**config.mk**
```make
export PLATFORM = sky130hd
export DESIGN_NAME = link_supervision_restart_fsm
export DESIGN_NICKNAME = d
export VERILOG_FILES = /design/src/hdl/link_supervision_restart_fsm.v /design/src/hdl/supervision_timer.v
export VERILOG_INCLUDE_DIRS = /design/src /design/src/hdl
export SDC_FILE = /design/constraint.sdc
export NUM_CORES = 1
export LEC_CHECK = 0
export BUFFER_PORTS_ARGS = -buffer_cell sky130_fd_sc_hd__buf_4
export CORE_MARGIN = 4
export CORE_UTILIZATION = 50
export DETAILED_ROUTE_END_ITERATION = 7
export PLACE_DENSITY = 0.67
export RECOVER_POWER = 100
export SETUP_SLACK_MARGIN = 0.15
export SLEW_MARGIN = 20
export SYNTH_ARGS = -nofsm -noshare
export SYNTH_HDL_FRONTEND = slang
export SYNTH_SLANG_ARGS = --single-unit
export TNS_END_PERCENT = 10
```
**constraint.sdc**
```tcl
create_clock -name core_clk -period 3 [get_ports core_clk]
set_clock_uncertainty 0.15 [all_clocks]
set_input_delay 0.6 -clock core_clk [delete_from_list [all_inputs] [get_ports core_clk]]
set_output_delay 0.6 -clock core_clk [all_outputs]
set_load 0.005 [all_outputs]
```
**src/hdl/link_supervision_defines.vh**
```
`ifndef LINK_SUPERVISION_DEFINES_VH
`define LINK_SUPERVISION_DEFINES_VH

// clock and prescaler
`define CORE_CLK_NS         8
`define TICK_NS             1000000
`define TICK_CYCLES         (`TICK_NS / `CORE_CLK_NS)
`define TICK_CNT_W          17

// timer durations in milliseconds, one tick per millisecond
`define TIMER_W             17
`define CTRL_GRACE_MS       15000
`define CTRL_EXTENDED_MS    60000
`define PSTN_GRACE_MS       15000
`define RESTART_GUARD_MS    20000
`define LOCAL_RESTART_MS    100000
`define PEER_RESTART_MS     120000

// timer slots
`define NUM_TIMERS          6
`define T_CTRL_GRACE        0
`define T_CTRL_EXT          1
`define T_PSTN_GRACE        2
`define T_GUARD             3
`define T_LOCAL_RST         4
`define T_PEER_RST          5

// error source selector bits
`define ERR_SRC_W           3
`define ERR_CTRL            0
`define ERR_PSTN            1
`define ERR_RESTART         2

`endif

```
**src/hdl/link_supervision_restart_fsm.v**
```verilog
`timescale 1ns/1ps
`include "link_supervision_defines.vh"

// Contract
// - activating pstn link: establish confirm/indication unblocks pstn ports, enters pstn in-service
// - activating pstn link: release re-requests establish, signals error, stays
// - in-service: control release requests establish, starts grace timer, error, released-1
// - in-service: control reset indication is ignored entirely
// - control released-1: establishment stops grace timer, back to in-service
// - control grace expiry: stop traffic, block isdn, start extended timer, released-2
// - control released states: further release only re-requests establish
// - extended expiry: disable links, block pstn, start guard timer, forced restart
// - released-2 establishment: stop timer, start traffic, unblock isdn, launch pending restart
// - pstn in-service: release requests establish, starts grace, error, pstn released-1
// - pstn in-service: pstn reset indication is ignored
// - pstn released-1: establishment stops pstn grace timer, back to in-service
// - pstn grace expiry: block all pstn ports, pstn released-2
// - pstn released states: further release only re-requests establish
// - pstn released-2 establishment: request restart, in-service; unblock after restart completes
// - idle: peer restart forwarded to protocol fsms, both timers, restart state
// - local restart: request to common control, then protocol fsms, timers, restart
// - peer complete only while peer timer runs; stop it; finish if local done
// - local ack only while local timer runs; stop it; complete to peer; maybe finish
// - local timer expiry: error, complete to peer, finish if peer done
// - peer timer expiry: error, complete to protocol fsms, back to idle
// - no control-protocol restart; isdn block-all and unblock used instead
// - forced restart: all data links held disabled while guard timer runs
module link_supervision_restart_fsm #(
	parameter                    TICK_CYCLES        = `TICK_CYCLES,
	parameter [`TIMER_W-1:0]     CTRL_GRACE_TICKS   = `CTRL_GRACE_MS,
	parameter [`TIMER_W-1:0]     CTRL_EXT_TICKS     = `CTRL_EXTENDED_MS,
	parameter [`TIMER_W-1:0]     PSTN_GRACE_TICKS   = `PSTN_GRACE_MS,
	parameter [`TIMER_W-1:0]     GUARD_TICKS        = `RESTART_GUARD_MS,
	parameter [`TIMER_W-1:0]     LOCAL_RST_TICKS    = `LOCAL_RESTART_MS,
	parameter [`TIMER_W-1:0]     PEER_RST_TICKS     = `PEER_RESTART_MS
) (
	input  wire                  core_clk,
	input  wire                  rstn,
	input  wire                  sys_in_service,
	input  wire                  pstn_startup,
	input  wire                  ctrl_est_conf,
	input  wire                  ctrl_est_ind,
	input  wire                  ctrl_rel_ind,
	input  wire                  pstn_est_conf,
	input  wire                  pstn_est_ind,
	input  wire                  pstn_rel_ind,
	input  wire                  peer_restart_req,
	input  wire                  peer_restart_done,
	input  wire                  proto_restart_ack,
	output reg                   ctrl_est_req,
	output reg                   pstn_est_req,
	output reg                   mgmt_error,
	output reg [`ERR_SRC_W-1:0]  mgmt_error_src,
	output reg                   stop_traffic,
	output reg                   start_traffic,
	output reg                   isdn_block_all,
	output reg                   isdn_unblock,
	output reg                   pstn_block_all,
	output reg                   pstn_unblock,
	output reg                   links_disabled,
	output reg                   startup_req,
	output reg                   cc_restart_req,
	output reg                   cc_restart_done,
	output reg                   proto_restart_req,
	output reg                   proto_restart_done,
	output reg [2:0]             ctrl_state,
	output reg [2:0]             pstn_state,
	output reg [1:0]             restart_state
);

	localparam [2:0] CTRL_STARTUP     = 3'h0;
	localparam [2:0] CTRL_IN_SERVICE  = 3'h1;
	localparam [2:0] CTRL_RELEASED_1  = 3'h2;
	localparam [2:0] CTRL_RELEASED_2  = 3'h3;
	localparam [2:0] CTRL_FORCED      = 3'h4;

	localparam [2:0] PSTN_NULL        = 3'h0;
	localparam [2:0] PSTN_ACTIVATE    = 3'h1;
	localparam [2:0] PSTN_IN_SERVICE  = 3'h2;
	localparam [2:0] PSTN_RELEASED_1  = 3'h3;
	localparam [2:0] PSTN_RELEASED_2  = 3'h4;

	localparam [1:0] RST_IDLE         = 2'h0;
	localparam [1:0] RST_LAUNCH       = 2'h1;
	localparam [1:0] RST_ACTIVE       = 2'h2;

	localparam integer           TICK_LAST_I = TICK_CYCLES - 1;
	localparam [`TICK_CNT_W-1:0] TICK_LAST   = TICK_LAST_I[`TICK_CNT_W-1:0];
	localparam [`TICK_CNT_W-1:0] TICK_ONE    = {{(`TICK_CNT_W-1){1'b0}}, 1'b1};

	reg  [`TICK_CNT_W-1:0]      tick_cnt_reg;
	reg                         tick_reg;
	reg  [`NUM_TIMERS-1:0]      t_start;
	reg  [`NUM_TIMERS-1:0]      t_stop;
	wire [`NUM_TIMERS-1:0]      t_run;
	wire [`NUM_TIMERS-1:0]      t_exp;
	wire [`NUM_TIMERS*`TIMER_W-1:0] t_load;

	reg                         restart_pending_reg;
	reg                         unblock_after_reg;
	reg                         local_done_reg;
	reg                         peer_done_reg;

	reg [2:0]                   ctrl_state_next;
	reg [2:0]                   pstn_state_next;
	reg [1:0]                   restart_state_next;
	reg                         restart_pending_next;
	reg                         unblock_after_next;
	reg                         local_done_next;
	reg                         peer_done_next;
	reg                         ctrl_est_req_next;
	reg                         pstn_est_req_next;
	reg [`ERR_SRC_W-1:0]        err_src_next;
	reg                         stop_traffic_next;
	reg                         start_traffic_next;
	reg                         isdn_block_next;
	reg                         isdn_unblock_next;
	reg                         pstn_block_next;
	reg                         pstn_unblock_next;
	reg                         links_disabled_next;
	reg                         startup_req_next;
	reg                         cc_req_next;
	reg                         cc_done_next;
	reg                         proto_req_next;
	reg                         proto_done_next;

	wire ctrl_up = ctrl_est_conf | ctrl_est_ind;
	wire pstn_up = pstn_est_conf | pstn_est_ind;
	// control traffic must be running before a local restart reaches the peer
	wire ctrl_traffic_ok = (ctrl_state == CTRL_IN_SERVICE) || (ctrl_state == CTRL_RELEASED_1);

	// millisecond tick from the core clock
	always @(posedge core_clk or negedge rstn) begin
		if (!rstn) begin
			tick_cnt_reg <= {`TICK_CNT_W{1'b0}};
			tick_reg     <= 1'b0;
		end else if (tick_cnt_reg >= TICK_LAST) begin
			tick_cnt_reg <= {`TICK_CNT_W{1'b0}};
			tick_reg     <= 1'b1;
		end else begin
			tick_cnt_reg <= tick_cnt_reg + TICK_ONE;
			tick_reg     <= 1'b0;
		end
	end

	assign t_load = {PEER_RST_TICKS, LOCAL_RST_TICKS, GUARD_TICKS,
		PSTN_GRACE_TICKS, CTRL_EXT_TICKS, CTRL_GRACE_TICKS};

	genvar gi;
	generate
		for (gi = 0; gi < `NUM_TIMERS; gi = gi + 1) begin : g_timer
			supervision_timer #(
				.WIDTH    (`TIMER_W)
			) u_timer (
				.core_clk (core_clk),
				.rstn     (rstn),
				.tick     (tick_reg),
				.start    (t_start[gi]),
				.stop     (t_stop[gi]),
				.load     (t_load[gi*`TIMER_W +: `TIMER_W]),
				.running  (t_run[gi]),
				.expired  (t_exp[gi])
			);
		end
	endgenerate

	always @* begin
		ctrl_state_next      = ctrl_state;
		pstn_state_next      = pstn_state;
		restart_state_next   = restart_state;
		restart_pending_next = restart_pending_reg;
		unblock_after_next   = unblock_after_reg;
		local_done_next      = local_done_reg;
		peer_done_next       = peer_done_reg;
		links_disabled_next  = links_disabled;
		t_start              = {`NUM_TIMERS{1'b0}};
		t_stop               = {`NUM_TIMERS{1'b0}};
		ctrl_est_req_next    = 1'b0;
		pstn_est_req_next    = 1'b0;
		err_src_next         = {`ERR_SRC_W{1'b0}};
		stop_traffic_next    = 1'b0;
		start_traffic_next   = 1'b0;
		isdn_block_next      = 1'b0;
		isdn_unblock_next    = 1'b0;
		pstn_block_next      = 1'b0;
		pstn_unblock_next    = 1'b0;
		startup_req_next     = 1'b0;
		cc_req_next          = 1'b0;
		cc_done_next         = 1'b0;
		proto_req_next       = 1'b0;
		proto_done_next      = 1'b0;

		// control link supervision; link events are tested before expiries
		case (ctrl_state)
			CTRL_STARTUP: begin
				if (sys_in_service)
					ctrl_state_next = CTRL_IN_SERVICE;
			end
			CTRL_IN_SERVICE: begin
				if (ctrl_rel_ind) begin
					ctrl_est_req_next = 1'b1;
					t_start[`T_CTRL_GRACE] = 1'b1;
					err_src_next[`ERR_CTRL] = 1'b1;
					ctrl_state_next = CTRL_RELEASED_1;
				end
				// a bare establish indication here is a link reset: no action
			end
			CTRL_RELEASED_1: begin
				if (ctrl_up) begin
					t_stop[`T_CTRL_GRACE] = 1'b1;
					ctrl_state_next = CTRL_IN_SERVICE;
				end else if (ctrl_rel_ind) begin
					ctrl_est_req_next = 1'b1;
				end else if (t_exp[`T_CTRL_GRACE]) begin
					t_stop[`T_CTRL_GRACE] = 1'b1;
					stop_traffic_next = 1'b1;
					isdn_block_next = 1'b1;
					t_start[`T_CTRL_EXT] = 1'b1;
					ctrl_state_next = CTRL_RELEASED_2;
				end
			end
			CTRL_RELEASED_2: begin
				if (ctrl_up) begin
					t_stop[`T_CTRL_EXT] = 1'b1;
					start_traffic_next = 1'b1;
					isdn_unblock_next = 1'b1;
					ctrl_state_next = CTRL_IN_SERVICE;
				end else if (ctrl_rel_ind) begin
					ctrl_est_req_next = 1'b1;
				end else if (t_exp[`T_CTRL_EXT]) begin
					t_stop[`T_CTRL_EXT] = 1'b1;
					links_disabled_next = 1'b1;
					pstn_block_next = 1'b1;
					t_start[`T_GUARD] = 1'b1;
					ctrl_state_next = CTRL_FORCED;
				end
			end
			CTRL_FORCED: begin
				// link events are ignored; links stay down for the whole guard period
				if (t_exp[`T_GUARD]) begin
					t_stop[`T_GUARD] = 1'b1;
					links_disabled_next = 1'b0;
					startup_req_next = 1'b1;
					ctrl_state_next = CTRL_STARTUP;
				end
			end
			default: begin
				ctrl_state_next = CTRL_STARTUP;
			end
		endcase

		// pstn link supervision
		case (pstn_state)
			PSTN_NULL: begin
				if (pstn_startup && !links_disabled) begin
					pstn_est_req_next = 1'b1;
					pstn_state_next = PSTN_ACTIVATE;
				end
			end
			PSTN_ACTIVATE: begin
				if (pstn_up) begin
					pstn_unblock_next = 1'b1;
					pstn_state_next = PSTN_IN_SERVICE;
				end else if (pstn_rel_ind) begin
					pstn_est_req_next = 1'b1;
					err_src_next[`ERR_PSTN] = 1'b1;
				end
			end
			PSTN_IN_SERVICE: begin
				if (pstn_rel_ind) begin
					pstn_est_req_next = 1'b1;
					t_start[`T_PSTN_GRACE] = 1'b1;
					err_src_next[`ERR_PSTN] = 1'b1;
					pstn_state_next = PSTN_RELEASED_1;
				end
				// a bare establish indication here is a link reset: no action
			end
			PSTN_RELEASED_1: begin
				if (pstn_up) begin
					t_stop[`T_PSTN_GRACE] = 1'b1;
					pstn_state_next = PSTN_IN_SERVICE;
				end else if (pstn_rel_ind) begin
					pstn_est_req_next = 1'b1;
				end else if (t_exp[`T_PSTN_GRACE]) begin
					t_stop[`T_PSTN_GRACE] = 1'b1;
					pstn_block_next = 1'b1;
					pstn_state_next = PSTN_RELEASED_2;
				end
			end
			PSTN_RELEASED_2: begin
				if (pstn_up) begin
					restart_pending_next = 1'b1;
					pstn_state_next = PSTN_IN_SERVICE;
				end else if (pstn_rel_ind) begin
					pstn_est_req_next = 1'b1;
				end
			end
			default: begin
				pstn_state_next = PSTN_NULL;
			end
		endcase

		// entering forced restart drops the pstn side back to null
		if (links_disabled_next && !links_disabled) begin
			pstn_state_next = PSTN_NULL;
			t_stop[`T_PSTN_GRACE] = 1'b1;
		end

		// pstn restart sub-process
		case (restart_state)
			RST_IDLE: begin
				if (peer_restart_req) begin
					proto_req_next = 1'b1;
					t_start[`T_LOCAL_RST] = 1'b1;
					t_start[`T_PEER_RST] = 1'b1;
					local_done_next = 1'b0;
					peer_done_next = 1'b0;
					restart_state_next = RST_ACTIVE;
				end else if (restart_pending_reg && ctrl_traffic_ok) begin
					cc_req_next = 1'b1;
					restart_pending_next = 1'b0;
					unblock_after_next = 1'b1;
					restart_state_next = RST_LAUNCH;
				end
			end
			RST_LAUNCH: begin
				proto_req_next = 1'b1;
				t_start[`T_LOCAL_RST] = 1'b1;
				t_start[`T_PEER_RST] = 1'b1;
				local_done_next = 1'b0;
				peer_done_next = 1'b0;
				restart_state_next = RST_ACTIVE;
			end
			RST_ACTIVE: begin
				// further peer restart requests are dropped here
				if (peer_restart_done && t_run[`T_PEER_RST]) begin
					t_stop[`T_PEER_RST] = 1'b1;
					peer_done_next = 1'b1;
					if (local_done_reg || t_exp[`T_LOCAL_RST]) begin
						proto_done_next = 1'b1;
						restart_state_next = RST_IDLE;
					end
				end else if (proto_restart_ack && t_run[`T_LOCAL_RST]) begin
					t_stop[`T_LOCAL_RST] = 1'b1;
					cc_done_next = 1'b1;
					local_done_next = 1'b1;
					if (peer_done_reg) begin
						proto_done_next = 1'b1;
						restart_state_next = RST_IDLE;
					end
				end else if (t_exp[`T_LOCAL_RST] && !local_done_reg) begin
					err_src_next[`ERR_RESTART] = 1'b1;
					cc_done_next = 1'b1;
					local_done_next = 1'b1;
					if (peer_done_reg) begin
						proto_done_next = 1'b1;
						restart_state_next = RST_IDLE;
					end
				end else if (t_exp[`T_PEER_RST]) begin
					t_stop[`T_PEER_RST] = 1'b1;
					err_src_next[`ERR_RESTART] = 1'b1;
					proto_done_next = 1'b1;
					restart_state_next = RST_IDLE;
				end
				if (restart_state_next == RST_IDLE) begin
					t_stop[`T_LOCAL_RST] = 1'b1;
					t_stop[`T_PEER_RST] = 1'b1;
					pstn_unblock_next = pstn_unblock_next | unblock_after_reg;
					unblock_after_next = 1'b0;
				end
			end
			default: begin
				restart_state_next = RST_IDLE;
			end
		endcase
	end

	always @(posedge core_clk or negedge rstn) begin
		if (!rstn) begin
			ctrl_state          <= CTRL_STARTUP;
			pstn_state          <= PSTN_NULL;
			restart_state       <= RST_IDLE;
			restart_pending_reg <= 1'b0;
			unblock_after_reg   <= 1'b0;
			local_done_reg      <= 1'b0;
			peer_done_reg       <= 1'b0;
			ctrl_est_req        <= 1'b0;
			pstn_est_req        <= 1'b0;
			mgmt_error          <= 1'b0;
			mgmt_error_src      <= {`ERR_SRC_W{1'b0}};
			stop_traffic        <= 1'b0;
			start_traffic       <= 1'b0;
			isdn_block_all      <= 1'b0;
			isdn_unblock        <= 1'b0;
			pstn_block_all      <= 1'b0;
			pstn_unblock        <= 1'b0;
			links_disabled      <= 1'b0;
			startup_req         <= 1'b0;
			cc_restart_req      <= 1'b0;
			cc_restart_done     <= 1'b0;
			proto_restart_req   <= 1'b0;
			proto_restart_done  <= 1'b0;
		end else begin
			ctrl_state          <= ctrl_state_next;
			pstn_state          <= pstn_state_next;
			restart_state       <= restart_state_next;
			restart_pending_reg <= restart_pending_next;
			unblock_after_reg   <= unblock_after_next;
			local_done_reg      <= local_done_next;
			peer_done_reg       <= peer_done_next;
			ctrl_est_req        <= ctrl_est_req_next;
			pstn_est_req        <= pstn_est_req_next;
			mgmt_error          <= |err_src_next;
			mgmt_error_src      <= err_src_next;
			stop_traffic        <= stop_traffic_next;
			start_traffic       <= start_traffic_next;
			isdn_block_all      <= isdn_block_next;
			isdn_unblock        <= isdn_unblock_next;
			pstn_block_all      <= pstn_block_next;
			pstn_unblock        <= pstn_unblock_next;
			links_disabled      <= links_disabled_next;
			startup_req         <= startup_req_next;
			cc_restart_req      <= cc_req_next;
			cc_restart_done     <= cc_done_next;
			proto_restart_req   <= proto_req_next;
			proto_restart_done  <= proto_done_next;
		end
	end

endmodule // link_supervision_restart_fsm

```
**src/hdl/supervision_timer.v**
```verilog
`timescale 1ns/1ps

module supervision_timer #(
	parameter WIDTH = 17
) (
	input  wire             core_clk,
	input  wire             rstn,
	input  wire             tick,
	input  wire             start,
	input  wire             stop,
	input  wire [WIDTH-1:0] load,
	output reg              running,
	output reg              expired
);

	reg [WIDTH-1:0] count_reg;

	// expired is held until start or stop so a lower-priority expiry is never lost
	always @(posedge core_clk or negedge rstn) begin
		if (!rstn) begin
			count_reg <= {WIDTH{1'b0}};
			running   <= 1'b0;
			expired   <= 1'b0;
		end else if (start) begin
			count_reg <= load;
			running   <= 1'b1;
			expired   <= 1'b0;
		end else if (stop) begin
			running   <= 1'b0;
			expired   <= 1'b0;
		end else if (running && tick) begin
			if (count_reg <= {{(WIDTH-1){1'b0}}, 1'b1}) begin
				running <= 1'b0;
				expired <= 1'b1;
			end
			count_reg <= count_reg - {{(WIDTH-1){1'b0}}, 1'b1};
		end
	end

endmodule // supervision_timer

```
Yosys cells after proc, flatten, opt, wreduce, memory -nomap -nowiden
Index checks and enable logic that the tools add are counted.
Operators by class
  $add $sub $neg: 7
  multipliers: 0
  divide/modulo/power cells: 0
  order comparisons: 7
  equality and inequality tests: 36
  shift operators: 0
  muxes and demuxes: 185
  bitwise operators: 3
  reduce and logical (&&, ||, !) cells: 61
Operator list (number)
  $mux 17: 19
  $mux 1: 126
  $le 17x1->1 const B: 6
  $sub 17x1->17 const B: 6
  $mux 3: 16
  $reduce_bool 3->1: 13
  $mux 2: 12
  $reduce_and 2->1: 12
  $ne 2x2->1 const B: 9
  $ne 3x3->1 const B: 6
  $add 17x1->17 const B: 1
  $ge 17x17->1 const B: 1
  $pmux 3 s5: 1
  $reduce_bool 2->1: 7
  $eq 3x2->1 const B: 4
  $logic_and 1x1->1: 12
  $ne 2x1->1 const B: 6
  $pmux 3 s4: 1
  $pmux 1 s2: 5
  $pmux 1 s3: 3
  $reduce_and 4->1: 2
  $reduce_and 7->1: 1
  $eq 3x1->1 const B: 2
  $eq 3x3->1 const B: 2
  other kinds (17): 26
Storage, ports and cells
  bits in registers: 160
  bits in latches: 0
  memory bits (writable): 0
  bits in read-only memories: 0
  input bits: 13
  output and inout port bits: 26
  word-level logic and storage cells: 340
  memories kept: 0

Logic depth before layout (Yosys ltp)
Gate-level depths: netlist of run 1.
  depth after elaboration: 11
  mapped depth: 9
  mapped depth without buffers: 7

By module
A second synthesis of run 1 with hierarchy kept.
Unflattened totals
  cells, all modules: 944
  area total of the unflattened synthesis: 8909.8 um2
By module, submodules not included
  supervision_timer at g_timer[0].u_timer ...: instances 4, cells an instance 118, area each 1107.3 um2
  link_supervision_restart_fsm: instances 1, cells an instance 234, area each 2272.2 um2
  supervision_timer at g_timer[5].u_timer: instances 1, cells an instance 120, area each 1116.1 um2
  supervision_timer at g_timer[4].u_timer: instances 1, cells an instance 118, area each 1092.3 um2

Worst setup path before layout of run 1
No wires, ideal clock.
  path kind: register to register
  from: reg g_timer[4].u_timer.count_reg[4]
  to: reg g_timer[4].u_timer.count_reg[16]
  library setup time: 69 ps
  data arrival time: 2231 ps
  slack: 550 ps
  stages on the path, launching flop included: 7
  period minus slack after synthesis: 2450 ps
  path through: dfrtp_1 or3_4 or3_1 buf_2 or4_4 or4_1 nand3_1
Between the ends
  longest elaborated chain between the ends: 4
RTL lines
  start, declared: RTL line supervision_timer.v:16  | reg [WIDTH-1:0] count_reg;
  start signal, assigned: RTL line supervision_timer.v:21  | count_reg <= {WIDTH{1'b0}};
  start signal, assigned: RTL line supervision_timer.v:25  | count_reg <= load;
  start signal, assigned: RTL line supervision_timer.v:36  | count_reg <= count_reg - {{(WIDTH-1){1'b0}}, 1'b1};
  $sub 17x1->17: RTL line supervision_timer.v:36
  $mux 17: RTL line supervision_timer.v:31  | end else if (running && tick) begin
  $mux 17: RTL line supervision_timer.v:28  | end else if (stop) begin
  $mux 17: RTL line supervision_timer.v:24  | end else if (start) begin
Every way passes these cells. The select of a mux whose other input is x is not followed.
A chain may end at the register's enable or synchronous reset.

Final worst setup path of run 1
  from: reg g_timer[4].u_timer.count_reg[4]
  to: reg g_timer[4].u_timer.running
Between the ends
  longest elaborated chain between the ends: 3
RTL lines
  $le 17x1->1: RTL line supervision_timer.v:32  | if (count_reg <= {{(WIDTH-1){1'b0}}, 1'b1}) begin
  $reduce_bool 3->1 (no line)
  $reduce_and 2->1 (no line)
  end signal, assigned: RTL line supervision_timer.v:26  | running <= 1'b1;
  end signal, assigned: RTL line supervision_timer.v:29  | running <= 1'b0;
  end signal, assigned: RTL line supervision_timer.v:33  | running <= 1'b0;
  end, declared: RTL line supervision_timer.v:12  | output reg running,
Every way passes these cells.

==> impl_metrics.py, run 1 <==
metrics = {
    "cts": {
        "clkSlewWorstSetupHoldPaths_ps": 70,
        "cts.htree.levels": 4,
        "cts_buffers": 17,
        "clockRootBuffer": "sky130_fd_sc_hd__clkbuf_16",
        "ctsLongestPathBuffers": 2,
        "clock_latency_of_the_later_clocked_register_in_the_worst_skew_pair_ps": 430,
        "cts_setup_buffers": 0,
        "tritoncts": "done",
        "clock_sinks": 160,
    },
    "critical_path": {
        "crit_path_top_delay_cell": "sky130_fd_sc_hd__or4_1",
        "slowest_cell_delay_on_critical_path_ps": 590,
        "worstPathRequired_ps": 3120,
        "setup.worst_path.class": "reg -> reg",
        "start_kind": "flop",
        "critPathCaptureType": "flop",
        "critPathBufInv": 0,
        "timing.critical_path.arrival_ps": 2780,
        "crit_chain": "or3_4 -> or3_1 -> or4_1 -> nor4_1 -> o21ai_0",
        "cpLargestDelayFamily": "simple AND/OR/NAND/NOR gates",
        "cp_max_fo": 7,
    },
    "status": {
        "status": "finished clean",
    },
    "global_routing": {
        "globalRouteOverflowTotal": 0,
        "grt_busiest_layer": "met2",
        "global_route_wire_length_before_repair_um": 29970,
        "antenna_found_initial": 0,
        "met2_usage_pct": 33.16,
        "grt.met1_usage_pct": 27.29,
        "maximum_number_of_pins_on_one_net_before_global_route_repair": 74,
        "gr-usage-all-layers_pct": 20.38,
        "met3_usage_pct": 4.389,
        "grt_pass1_vias": 6253,
    },
    "final_layout": {
        "final_cell_area_um2": 9080,
        "final_nets": 900,
        "largest_reg_flops": 102,
        "area_growth_syn_to_layout_pct": 13.69,
        "finish.cell_count_without_fillers": 1098,
        "count_of_inserted_antenna_diode_cells": 0,
        "layout-drive-gt1-share_pct": 10.48,
        "final_util_pct": 58.86,
    },
    "hold_path": {
        "hold_class": "in -> reg",
    },
    "timing": {
        "setup-tns-final_ps": 0,
        "min_period_ps": 2658,
        "post_route_fraction_of_the_period_consumed_by_the_critical_path_pct": 88.59,
        "max_freq_mhz": 376.3,
        "report.final.hold_viol_count": 0,
        "tightestPinTransition_ps": 1476,
        "timing.final.setup_violations": 0,
        "postLayoutSetupSlackWorst_ps": 342.4,
        "timing.hold.ws_ps": 226.8,
        "final-max-slew-violation-count": 0,
        "rsz_0062_raised_after_global_routing": "false",
        "slew_headroom_pct": 1.568,
    },
    "floorplanning": {
        "die_width_um": 134.4,
        "row_count": 45,
        "initial_utilization_pct": 51.77,
        "ios": 39,
        "core_area_um2": 15430,
        "die_h_um": 134.4,
        "die_area_um2": 18060,
    },
    "synthesis": {
        "netlist.area_leader.share_pct": 50.13,
        "synth_area_um2": 7986,
        "syn-num-nets": 854,
        "synth_area_leaders": "sky130_fd_sc_hd__dfrtp_1 50%, sky130_fd_sc_hd__nor2_1 4.7%, sky130_fd_sc_hd__xnor2_1 3.7%",
        "yosysSeqAreaShare_pct": 50.13,
        "postSynthCellCount": 828,
        "ys_ff_latch": 160,
        "post_synth.cell_area_avg_um2": 9.645,
        "synth_enable_flop_cells": 0,
        "synth_cell_type_count": 59,
        "ys.warnings.count": 0,
        "ys_dominant_reg_cell": "sky130_fd_sc_hd__dfrtp_1",
        "async_reset_ff_share_pct": 100.0,
        "netlist.top_cell.by_area": "sky130_fd_sc_hd__dfrtp_1",
    },
    "flow_run": {
        "max_cap_violations": 0,
    },
    "routing": {
        "drt-wirelength-per-cell_um": 15.78,
        "drc": 0,
        "drt-vias-per-instance": 5.730,
        "first_pass_iters": 5,
        "route.vias.total": 6291,
        "antenna_violating_nets_post_route": 0,
        "detail_route.iter0.violations": 303,
        "wl_um": 17330,
    },
    "power_and_ir_drop": {
        "powerDensity_nw_per_um2": 609.0,
        "max-vdd-ir-drop_mv": 0.4399,
        "final_total_pwr_mw": 5.530,
        "total_leakage_power_nw": 3.698,
    },
    "place": {
        "total_cell_area_at_the_placement_stage_um2": 8572,
        "gpl.final_weighted_congestion": 0.9012,
        "buffers_added_on_ports": 38,
        "post-place-ws_ps": 438.9,
        "hpwl_um": 11900,
        "placedCellCount": 1065,
    },
}
layout make-up:
type                            instances  area (µm²)
Fill cell                            1371        6347
Sequential cell                       160        4004
Multi-Input combinational cell        617        3771
Clock buffer                           18       439.2
Timing Repair Buffer                   58       395.4
Tap cell                              211       264.0
Clock inverter                         14       131.4
Inverter                               20       75.07
worst reg2reg max path, cell delays in order, from the launching register on:
cell	delay, ps
sky130_fd_sc_hd__dfrtp_1	390
sky130_fd_sc_hd__or3_4	420
sky130_fd_sc_hd__or3_1	440
sky130_fd_sc_hd__or4_1	590
sky130_fd_sc_hd__nor4_1	360
sky130_fd_sc_hd__o21ai_0	140
per-layer routing:
layer  wire length, µm  vias up
met3               519       17
met1              8163     3106
li1                  -     3076
met5                 0        -
met4               196        0
met2              8451       92
repair_timing:
action,in CTS,in global routing
hold buffers,1,0
hold endpoints to repair,11,0
resized for setup,0,0
logic make-up after synthesis:
family,Yosys count,synth area share (%)
and+or+nand+nor,397,26.74
buffers and inverters,51,2.522
muxes,8,1.018
xor gates and xnor gates,61,6.690
DFF,160,50.13
AOI/OAI and AO/OA,138,10.86
adders and majority gates,13,2.037
worst paths after layout:
kind | start | to | slack (ps) | cells past startpoint
max | g_timer[4].u_timer.count_reg[4] | g_timer[4].u_timer.running | 340 | 5
min | ctrl_rel_ind | ctrl_state[0] | 230 | 2
max reg2reg | g_timer[4].u_timer.count_reg[4] | g_timer[4].u_timer.running | 340 | 5
min reg2reg | tick_cnt_reg[0] | tick_cnt_reg[0] | 320 | 1
max in group asynchronous | rstn | g_timer[3].u_timer.running | 660 | 3
min in group asynchronous | rstn | g_timer[0].u_timer.count_reg[14] | 920 | 2
synth_stat cells, drive strengths merged (3+ instances only):
cell type,count
and2,8
and3,6
o31ai,19
or2,12
or4,30
nor4b,7
o311ai,3
nor3b,3
buf,6
xnor2,34
a211oi,4
a31oi,6
nor2,101
nor3,25
nand4,18
a22o,3
dfrtp,160
nand3,40
o21ai,44
inv,19
o211a,5
nand2,56
mux2i,7
or3,38
a21oi,34
clkbuf,25
nor2b,12
xor2,27
nand2b,8
a21o,4
nor4,23
ha,13
power by group:
part | internal, mW | switching [mW] | total [mW]
clock | 1.17 | 0.924 | 2.10
combinational | 0.356 | 0.598 | 0.953
sequential | 2.31 | 0.167 | 2.48
placed cells by master (no fill, tap or decap), types with 8 or more instances in the layout:
cell type,instances
sky130_fd_sc_hd__o21ai_0,44
sky130_fd_sc_hd__clkbuf_4,25
sky130_fd_sc_hd__nor4_1,22
sky130_fd_sc_hd__nand3_1,40
sky130_fd_sc_hd__nand2b_1,8
sky130_fd_sc_hd__or4_1,30
sky130_fd_sc_hd__dfrtp_1,160
sky130_fd_sc_hd__xnor2_1,34
sky130_fd_sc_hd__xor2_1,27
sky130_fd_sc_hd__ha_1,13
sky130_fd_sc_hd__nand4_1,18
sky130_fd_sc_hd__buf_4,16
sky130_fd_sc_hd__inv_1,19
sky130_fd_sc_hd__or3_1,37
sky130_fd_sc_hd__clkbuf_1,14
sky130_fd_sc_hd__nand2_1,56
sky130_fd_sc_hd__nor2b_1,12
sky130_fd_sc_hd__or2_2,11
sky130_fd_sc_hd__nor3_1,25
sky130_fd_sc_hd__nor2_1,101
sky130_fd_sc_hd__o31ai_1,19
sky130_fd_sc_hd__clkbuf_16,17
sky130_fd_sc_hd__a21oi_1,34
Note: power is estimated with default switching activity, not from simulation.
==> run 2, diff against run 1 <==
- clock period: 3 -> 2.91 ns (I/O delays scaled with it)
==> run 2 against run 1 <==
The run now ends with max-capacitance violations, max-slew violations left. Clock power up 7%. Combinational power rose by 4.2%. Global-route usage is 0.17 points lower. Largest power group unchanged. Sequential power is 3% higher.
==> impl_metrics.py, run 2 (synthesized netlist as in run 1, its figures left out) <==
metrics = {
    "timing": {
        "tightestPinTransition_ps": 1864,
        "rsz_0062_raised_after_global_routing": "false",
        "slew_headroom_pct": -24.24,
        "timing.final.setup_violations": 0,
        "max_freq_mhz": 376.5,
        "timing.hold.ws_ps": 222.6,
        "min_period_ps": 2656,
        "post_route_fraction_of_the_period_consumed_by_the_critical_path_pct": 91.28,
        "report.final.hold_viol_count": 0,
        "final-max-slew-violation-count": 70,
        "setup-tns-final_ps": 0,
    },
    "critical_path": {
        "timing.critical_path.arrival_ps": 2780,
        "crit_chain": "or3_4 -> or3_1 -> or4_1 -> nor4_1 -> o21ai_0",
        "reg2reg_depth": 5,
        "crit_path_top_delay_cell": "sky130_fd_sc_hd__or4_1",
        "slowest_cell_delay_on_critical_path_ps": 590,
        "start_kind": "flop",
        "worst-r2r-setup-slack_ps": 250,
        "r2r-start": "g_timer[4].u_timer.count_reg[3]",
        "critPathCaptureType": "flop",
        "worstPathRequired_ps": 3030,
        "setup.worst_path.class": "reg -> reg",
        "reg2reg_to": "g_timer[4].u_timer.running",
        "cp_max_fo": 7,
    },
    "global_routing": {
        "maximum_number_of_pins_on_one_net_before_global_route_repair": 72,
        "antenna_found_initial": 0,
        "globalRouteOverflowTotal": 0,
        "grt_pass1_vias": 6161,
        "gr-usage-all-layers_pct": 20.21,
        "global_route_wire_length_before_repair_um": 29950,
    },
    "hold_path": {
        "hold_depth": 2,
        "hold_path.startpoint": "ctrl_rel_ind",
        "hold_class": "in -> reg",
        "hold-path-endpoint": "ctrl_state[0]",
    },
    "power_and_ir_drop": {
        "total_leakage_power_nw": 3.742,
        "powerDensity_nw_per_um2": 635.9,
        "max-vdd-ir-drop_mv": 0.4365,
    },
    "floorplanning": {
        "row_count": 45,
        "die_width_um": 134.4,
        "die_area_um2": 18060,
        "die_h_um": 134.4,
        "initial_utilization_pct": 51.77,
        "core_area_um2": 15430,
        "ios": 39,
    },
    "routing": {
        "route.vias.total": 6329,
        "wl_um": 17310,
        "drt-wirelength-per-cell_um": 15.76,
        "detail_route.iter0.violations": 467,
        "antenna_violating_nets_post_route": 0,
        "drc": 0,
        "first_pass_iters": 5,
        "drt-vias-per-instance": 5.764,
    },
    "cts": {
        "post_cts.resized_instances": 0,
        "clock_sinks": 160,
        "cts_setup_buffers": 0,
        "clkSlewWorstSetupHoldPaths_ps": 60,
        "cts.htree.levels": 4,
        "ctsLongestPathBuffers": 2,
        "cts_buffers": 17,
        "hold_buffers": 0,
        "tritoncts": "done",
        "clock_latency_of_the_later_clocked_register_in_the_worst_skew_pair_ps": 420,
        "clockRootBuffer": "sky130_fd_sc_hd__clkbuf_16",
    },
    "flow_run": {
        "max_cap_violations": 1,
    },
    "place": {
        "hpwl_um": 12080,
        "total_cell_area_at_the_placement_stage_um2": 8592,
        "placedCellCount": 1066,
        "gpl.final_weighted_congestion": 0.9036,
        "buffers_added_on_ports": 38,
    },
    "final_layout": {
        "final_cell_area_um2": 9126,
        "final_nets": 900,
        "filler_cell_count": 1330,
        "layout-drive-gt1-share_pct": 10.94,
        "count_of_inserted_antenna_diode_cells": 0,
        "final_cell_mix": "160 x sky130_fd_sc_hd__dfrtp_1, 101 x sky130_fd_sc_hd__nor2_1, 56 x sky130_fd_sc_hd__nand2_1, 44 x sky130_fd_sc_hd__o21ai_0, 40 x sky130_fd_sc_hd__nand3_1",
        "most_common_library_cell_in_the_layout_ignoring_fill_and_taps": "sky130_fd_sc_hd__dfrtp_1",
        "area_growth_syn_to_layout_pct": 14.27,
        "largest_reg_flops": 102,
        "finish.cell_count_without_fillers": 1098,
    },
    "status": {
        "status": "finished, violations left",
        "violations": "max-capacitance violations, max-slew violations",
    },
}
run 2: through the flow:
step | power, mW | setup WS, ps | util, %
finish | 5.804 | 253.8 | 59.16
global route | 6.105 | 149.6 | 59.16
CTS | 5.905 | 340.1 | 59.51
detailed placement | 3.639 | 346.1 | 55.69
global placement | 3.601 | 403.7 | 55.69
floorplan | 3.229 | 459.8 | -
run 2: worst max path at each step:
stage	from	endpoint	slack, ps	depth (start not counted)
floorplan	g_timer[4].u_timer.count_reg[4]	g_timer[4].u_timer.count_reg[16]	460	6
global placement	g_timer[4].u_timer.count_reg[4]	g_timer[4].u_timer.running	400	5
detailed placement	peer_restart_done	g_timer[4].u_timer.count_reg[3]	350	7
CTS	g_timer[4].u_timer.count_reg[3]	g_timer[4].u_timer.running	340	5
global route	g_timer[4].u_timer.count_reg[3]	g_timer[4].u_timer.running	150	5
finish	g_timer[4].u_timer.count_reg[3]	g_timer[4].u_timer.running	250	5
run 2: area by class of cell:
cell class                 count  area, µm²  area share (%)
sequential                   160       4004           43.87
multi-input combinational    617       3777           41.39
clock buffer                  20      446.7           4.894
timing repair buffer          58      417.9           4.579
tap                          211      264.0           2.893
clock inverter                12      141.4           1.549
inverter                      20      75.07          0.8226
run 2: routing by layer:
layer | track usage [%] | vias to the layer above | routed length [µm]
met3 | 4.689 | 15 | 548
li1 | - | 3079 | -
met2 | 33.55 | 105 | 8581
met1 | 26.94 | 3130 | 8007
met5 | 0 | - | 0
met4 | 5.147 | 0 | 170
run 2: power breakdown:
| part | internal [mW] | switching (mW) | leakage (nW) |
|---|---|---|---|
| Sequential | 2.38 | 0.175 | 1.94 |
| Clock | 1.36 | 0.889 | 0.293 |
| Combinational | 0.366 | 0.627 | 1.51 |
| Total | 4.11 | 1.69 | 3.74 |
run 2: critical path, delay by kind of cell (launching register included):
kind / cells / cell delay [ps]
compound gates: 1 / 150
flops: 1 / 400
simple gates: 4 / 1800
==> run 3, diff against run 2 <==
- ABC_AREA: not set -> 1
- GPL_TIMING_DRIVEN: not set -> 1
==> run 3 against run 2 <==
The flow now finishes without violations. Die area grew 18%. Sequential share of layout area shrank 6.1 points. Sequential power grew 29%. Global-route usage grew 0.73 points. Clock power is essentially flat. Synthesized cell count grew 67%. Cell area grew 16%. Register-to-register slack gained 300 ps. Utilization shrank 2.5 points. Largest power group unchanged.
==> impl_metrics.py, run 3 <==
metrics = {
    "global_routing": {
        "grt_pass1_vias": 8013,
        "maximum_number_of_pins_on_one_net_before_global_route_repair": 53,
        "antenna_found_initial": 0,
        "gr-usage-all-layers_pct": 20.94,
        "global_route_wire_length_before_repair_um": 37690,
        "globalRouteOverflowTotal": 0,
    },
    "synthesis": {
        "synth_cell_type_count": 41,
        "synth_area_um2": 9519,
        "synth_area_leaders": "sky130_fd_sc_hd__dfrtp_1 42%, sky130_fd_sc_hd__nand2_1 16%, sky130_fd_sc_hd__nor2_1 9.4%",
        "netlist.area_leader.share_pct": 42.06,
        "postSynthCellCount": 1382,
        "ys.warnings.count": 0,
        "syn-num-nets": 1408,
        "yosysSeqAreaShare_pct": 42.06,
        "async_reset_ff_share_pct": 100.0,
        "synth.top_cells.by_count": "401 x sky130_fd_sc_hd__nand2_1, 239 x sky130_fd_sc_hd__nor2_1, 169 x sky130_fd_sc_hd__nand3_1",
        "ys_dominant_reg_cell": "sky130_fd_sc_hd__dfrtp_1",
        "synthMostInstantiatedCell": "sky130_fd_sc_hd__nand2_1",
        "netlist.top_cell.by_area": "sky130_fd_sc_hd__dfrtp_1",
        "post_synth.cell_area_avg_um2": 6.888,
        "ys_ff_latch": 160,
        "synth_enable_flop_cells": 0,
    },
    "floorplanning": {
        "core_area_um2": 18710,
        "initial_utilization_pct": 50.89,
        "row_count": 50,
        "die_width_um": 146.0,
        "die_area_um2": 21310,
        "ios": 39,
        "die_h_um": 146.0,
    },
    "critical_path": {
        "r2r-start": "ctrl_state[2]",
        "startpoint": "ctrl_state[2]",
        "setup.worst_path.class": "reg -> reg",
        "worstPathRequired_ps": 3050,
        "worst-r2r-setup-slack_ps": 550,
        "critical-path-top-cell-by-count": "sky130_fd_sc_hd__nand2_1",
        "timing.critical_path.arrival_ps": 2500,
        "crit_path_top_delay_cell": "sky130_fd_sc_hd__dfrtp_1",
        "cp_max_fo": 17,
        "slowest_cell_delay_on_critical_path_ps": 460,
        "crit_chain": "inv_1 -> nand2_1 -> nor2_1 -> nand2_1 -> nor2_4 -> inv_1 -> nand2_4 -> nand2_1 -> nand2_1 -> nand3_1",
        "critPathCaptureType": "flop",
        "start_kind": "flop",
    },
    "power_and_ir_drop": {
        "part_of_the_total_power_dissipated_in_the_clock_network_pct": 26.0,
        "share_comb_of_total_power_pct": 36.2,
        "powerDensity_nw_per_um2": 820.9,
        "power.switching_mw": 3.467,
        "total_leakage_power_nw": 5.427,
        "seq_pwr_share_pct": 37.8,
        "power.internal_mw": 5.227,
        "max-vdd-ir-drop_mv": 0.4168,
        "power.switching_fraction_pct": 39.88,
        "final_total_pwr_mw": 8.694,
    },
    "flow_run": {
        "max_cap_violations": 0,
    },
    "routing": {
        "wl_um": 21690,
        "antenna_violating_nets_post_route": 0,
        "first_pass_iters": 5,
        "drt-wirelength-per-cell_um": 12.97,
        "drc": 0,
        "drt-vias-per-instance": 5.156,
        "detail_route.iter0.violations": 503,
        "route.vias.total": 8621,
    },
    "cts": {
        "ctsLongestPathBuffers": 2,
        "clock_latency_of_the_later_clocked_register_in_the_worst_skew_pair_ps": 430,
        "clkSlewWorstSetupHoldPaths_ps": 60,
        "cts.htree.levels": 4,
        "clockRootBuffer": "sky130_fd_sc_hd__clkbuf_16",
        "cts_buffers": 17,
        "tritoncts": "done",
        "post_cts.resized_instances": 0,
        "clock_sinks": 160,
    },
    "timing": {
        "slew_headroom_pct": 13.09,
        "min_period_ps": 2355,
        "setup-tns-final_ps": 0,
        "final-max-slew-violation-count": 0,
        "rsz_0062_raised_after_global_routing": "false",
        "timing.final.setup_violations": 0,
        "post_route_fraction_of_the_period_consumed_by_the_critical_path_pct": 80.94,
        "report.final.hold_viol_count": 0,
        "tightestPinTransition_ps": 1304,
        "max_freq_mhz": 424.6,
    },
    "status": {
        "status": "finished clean",
    },
    "final_layout": {
        "area_growth_syn_to_layout_pct": 11.26,
        "layout-drive-gt1-share_pct": 6.259,
        "count_of_inserted_antenna_diode_cells": 0,
        "final_nets": 1451,
        "final_cell_mix": "404 x sky130_fd_sc_hd__nand2_1, 241 x sky130_fd_sc_hd__nor2_1, 170 x sky130_fd_sc_hd__nand3_1, 160 x sky130_fd_sc_hd__dfrtp_1, 158 x sky130_fd_sc_hd__inv_1",
        "largest_reg_flops": 102,
        "most_common_library_cell_in_the_layout_ignoring_fill_and_taps": "sky130_fd_sc_hd__nand2_1",
    },
    "place": {
        "hpwl_um": 15430,
        "buffers_added_on_ports": 38,
        "gpl.final_weighted_congestion": 0.8691,
    },
    "hold_path": {
        "hold_class": "in -> reg",
        "hold_path.startpoint": "ctrl_rel_ind",
    },
}
[run 3: power groups by stage]
stage | clock network (mW) | registers [mW] | logic (mW)
finish | 2.26 | 3.29 | 3.15
global route | 2.42 | 3.37 | 3.69
CTS | 2.32 | 3.28 | 3.22
detailed placement | 0 | 3.30 | 3.21
global placement | 0 | 3.31 | 3.14
floorplan | 0 | 3.17 | 2.43
[run 3: what timing repair did]
action | CTS | global route
buffers inserted | 0 | 0
hold buffers | 1 | 0
hold endpoints to repair | 47 | 0
[run 3: routing by layer]
layer | wire [µm] | vias to the layer above | GRT usage, %
met3 | 831 | 14 | 3.862
met5 | 0 | - | 0
met4 | 194 | 0 | 4.516
met2 | 9999 | 165 | 34.31
met1 | 10670 | 3952 | 29.20
li1 | - | 4490 | -
[run 3: worst max-delay path: cells and delay by family, from the launching register on]
family / cells / cell delay (ps)
and+or+nand+nor: 8 / 1150
DFF: 1 / 460
buffers and inverters: 2 / 450
[run 3: logic make-up after synthesis]
logic type | share of synthesized area (%)
and+or+nand+nor | 40.05
AOI/OAI and AO/OA | 6.020
xor gates and xnor gates | 2.300
adders and majority gates | 1.709
DFF | 42.06
buffers and inverters | 7.860
[run 3: layout make-up]
| class | count | area [µm²] |
|---|---|---|
| multi-input cells | 1038 | 4733 |
| clock buffers | 24 | 491.7 |
| clock inverters | 8 | 103.9 |
| fillers | 1810 | 8114 |
| flip-flops and latches | 160 | 4004 |
| well taps | 234 | 292.8 |
| repair buffers | 50 | 372.9 |
| inverters | 158 | 593.1 |
[run 3: metrics by stage]
step | cell area (µm²) | hold slack (ps) | instances | setup WS (ps) | util [%]
4_1_cts | 10650 | 315.0 | 1672 | 804.7 | 56.94
6_report | 10590 | 324.5 | 1672 | 554.7 | 56.62
3_3_place_gp | 10040 | 333.1 | 1639 | 650.2 | 53.70
5_1_grt | 10590 | 337.1 | 1672 | 305.0 | 56.62
3_5_place_dp | 10040 | 335.5 | 1639 | 571.2 | 53.70
2_1_floorplan | 9519 | 136.4 | 1382 | 1124 | -
[run 3: final timing paths]
check	cells after the start	to
worst min-delay path	3	ctrl_est_req
worst max-delay path	10	g_timer[1].u_timer.count_reg[11]
worst max register to register	10	g_timer[1].u_timer.count_reg[11]
max in group asynchronous	3	g_timer[4].u_timer.expired
worst min register to register	1	g_timer[3].u_timer.count_reg[2]
min in group asynchronous	2	g_timer[0].u_timer.count_reg[3]
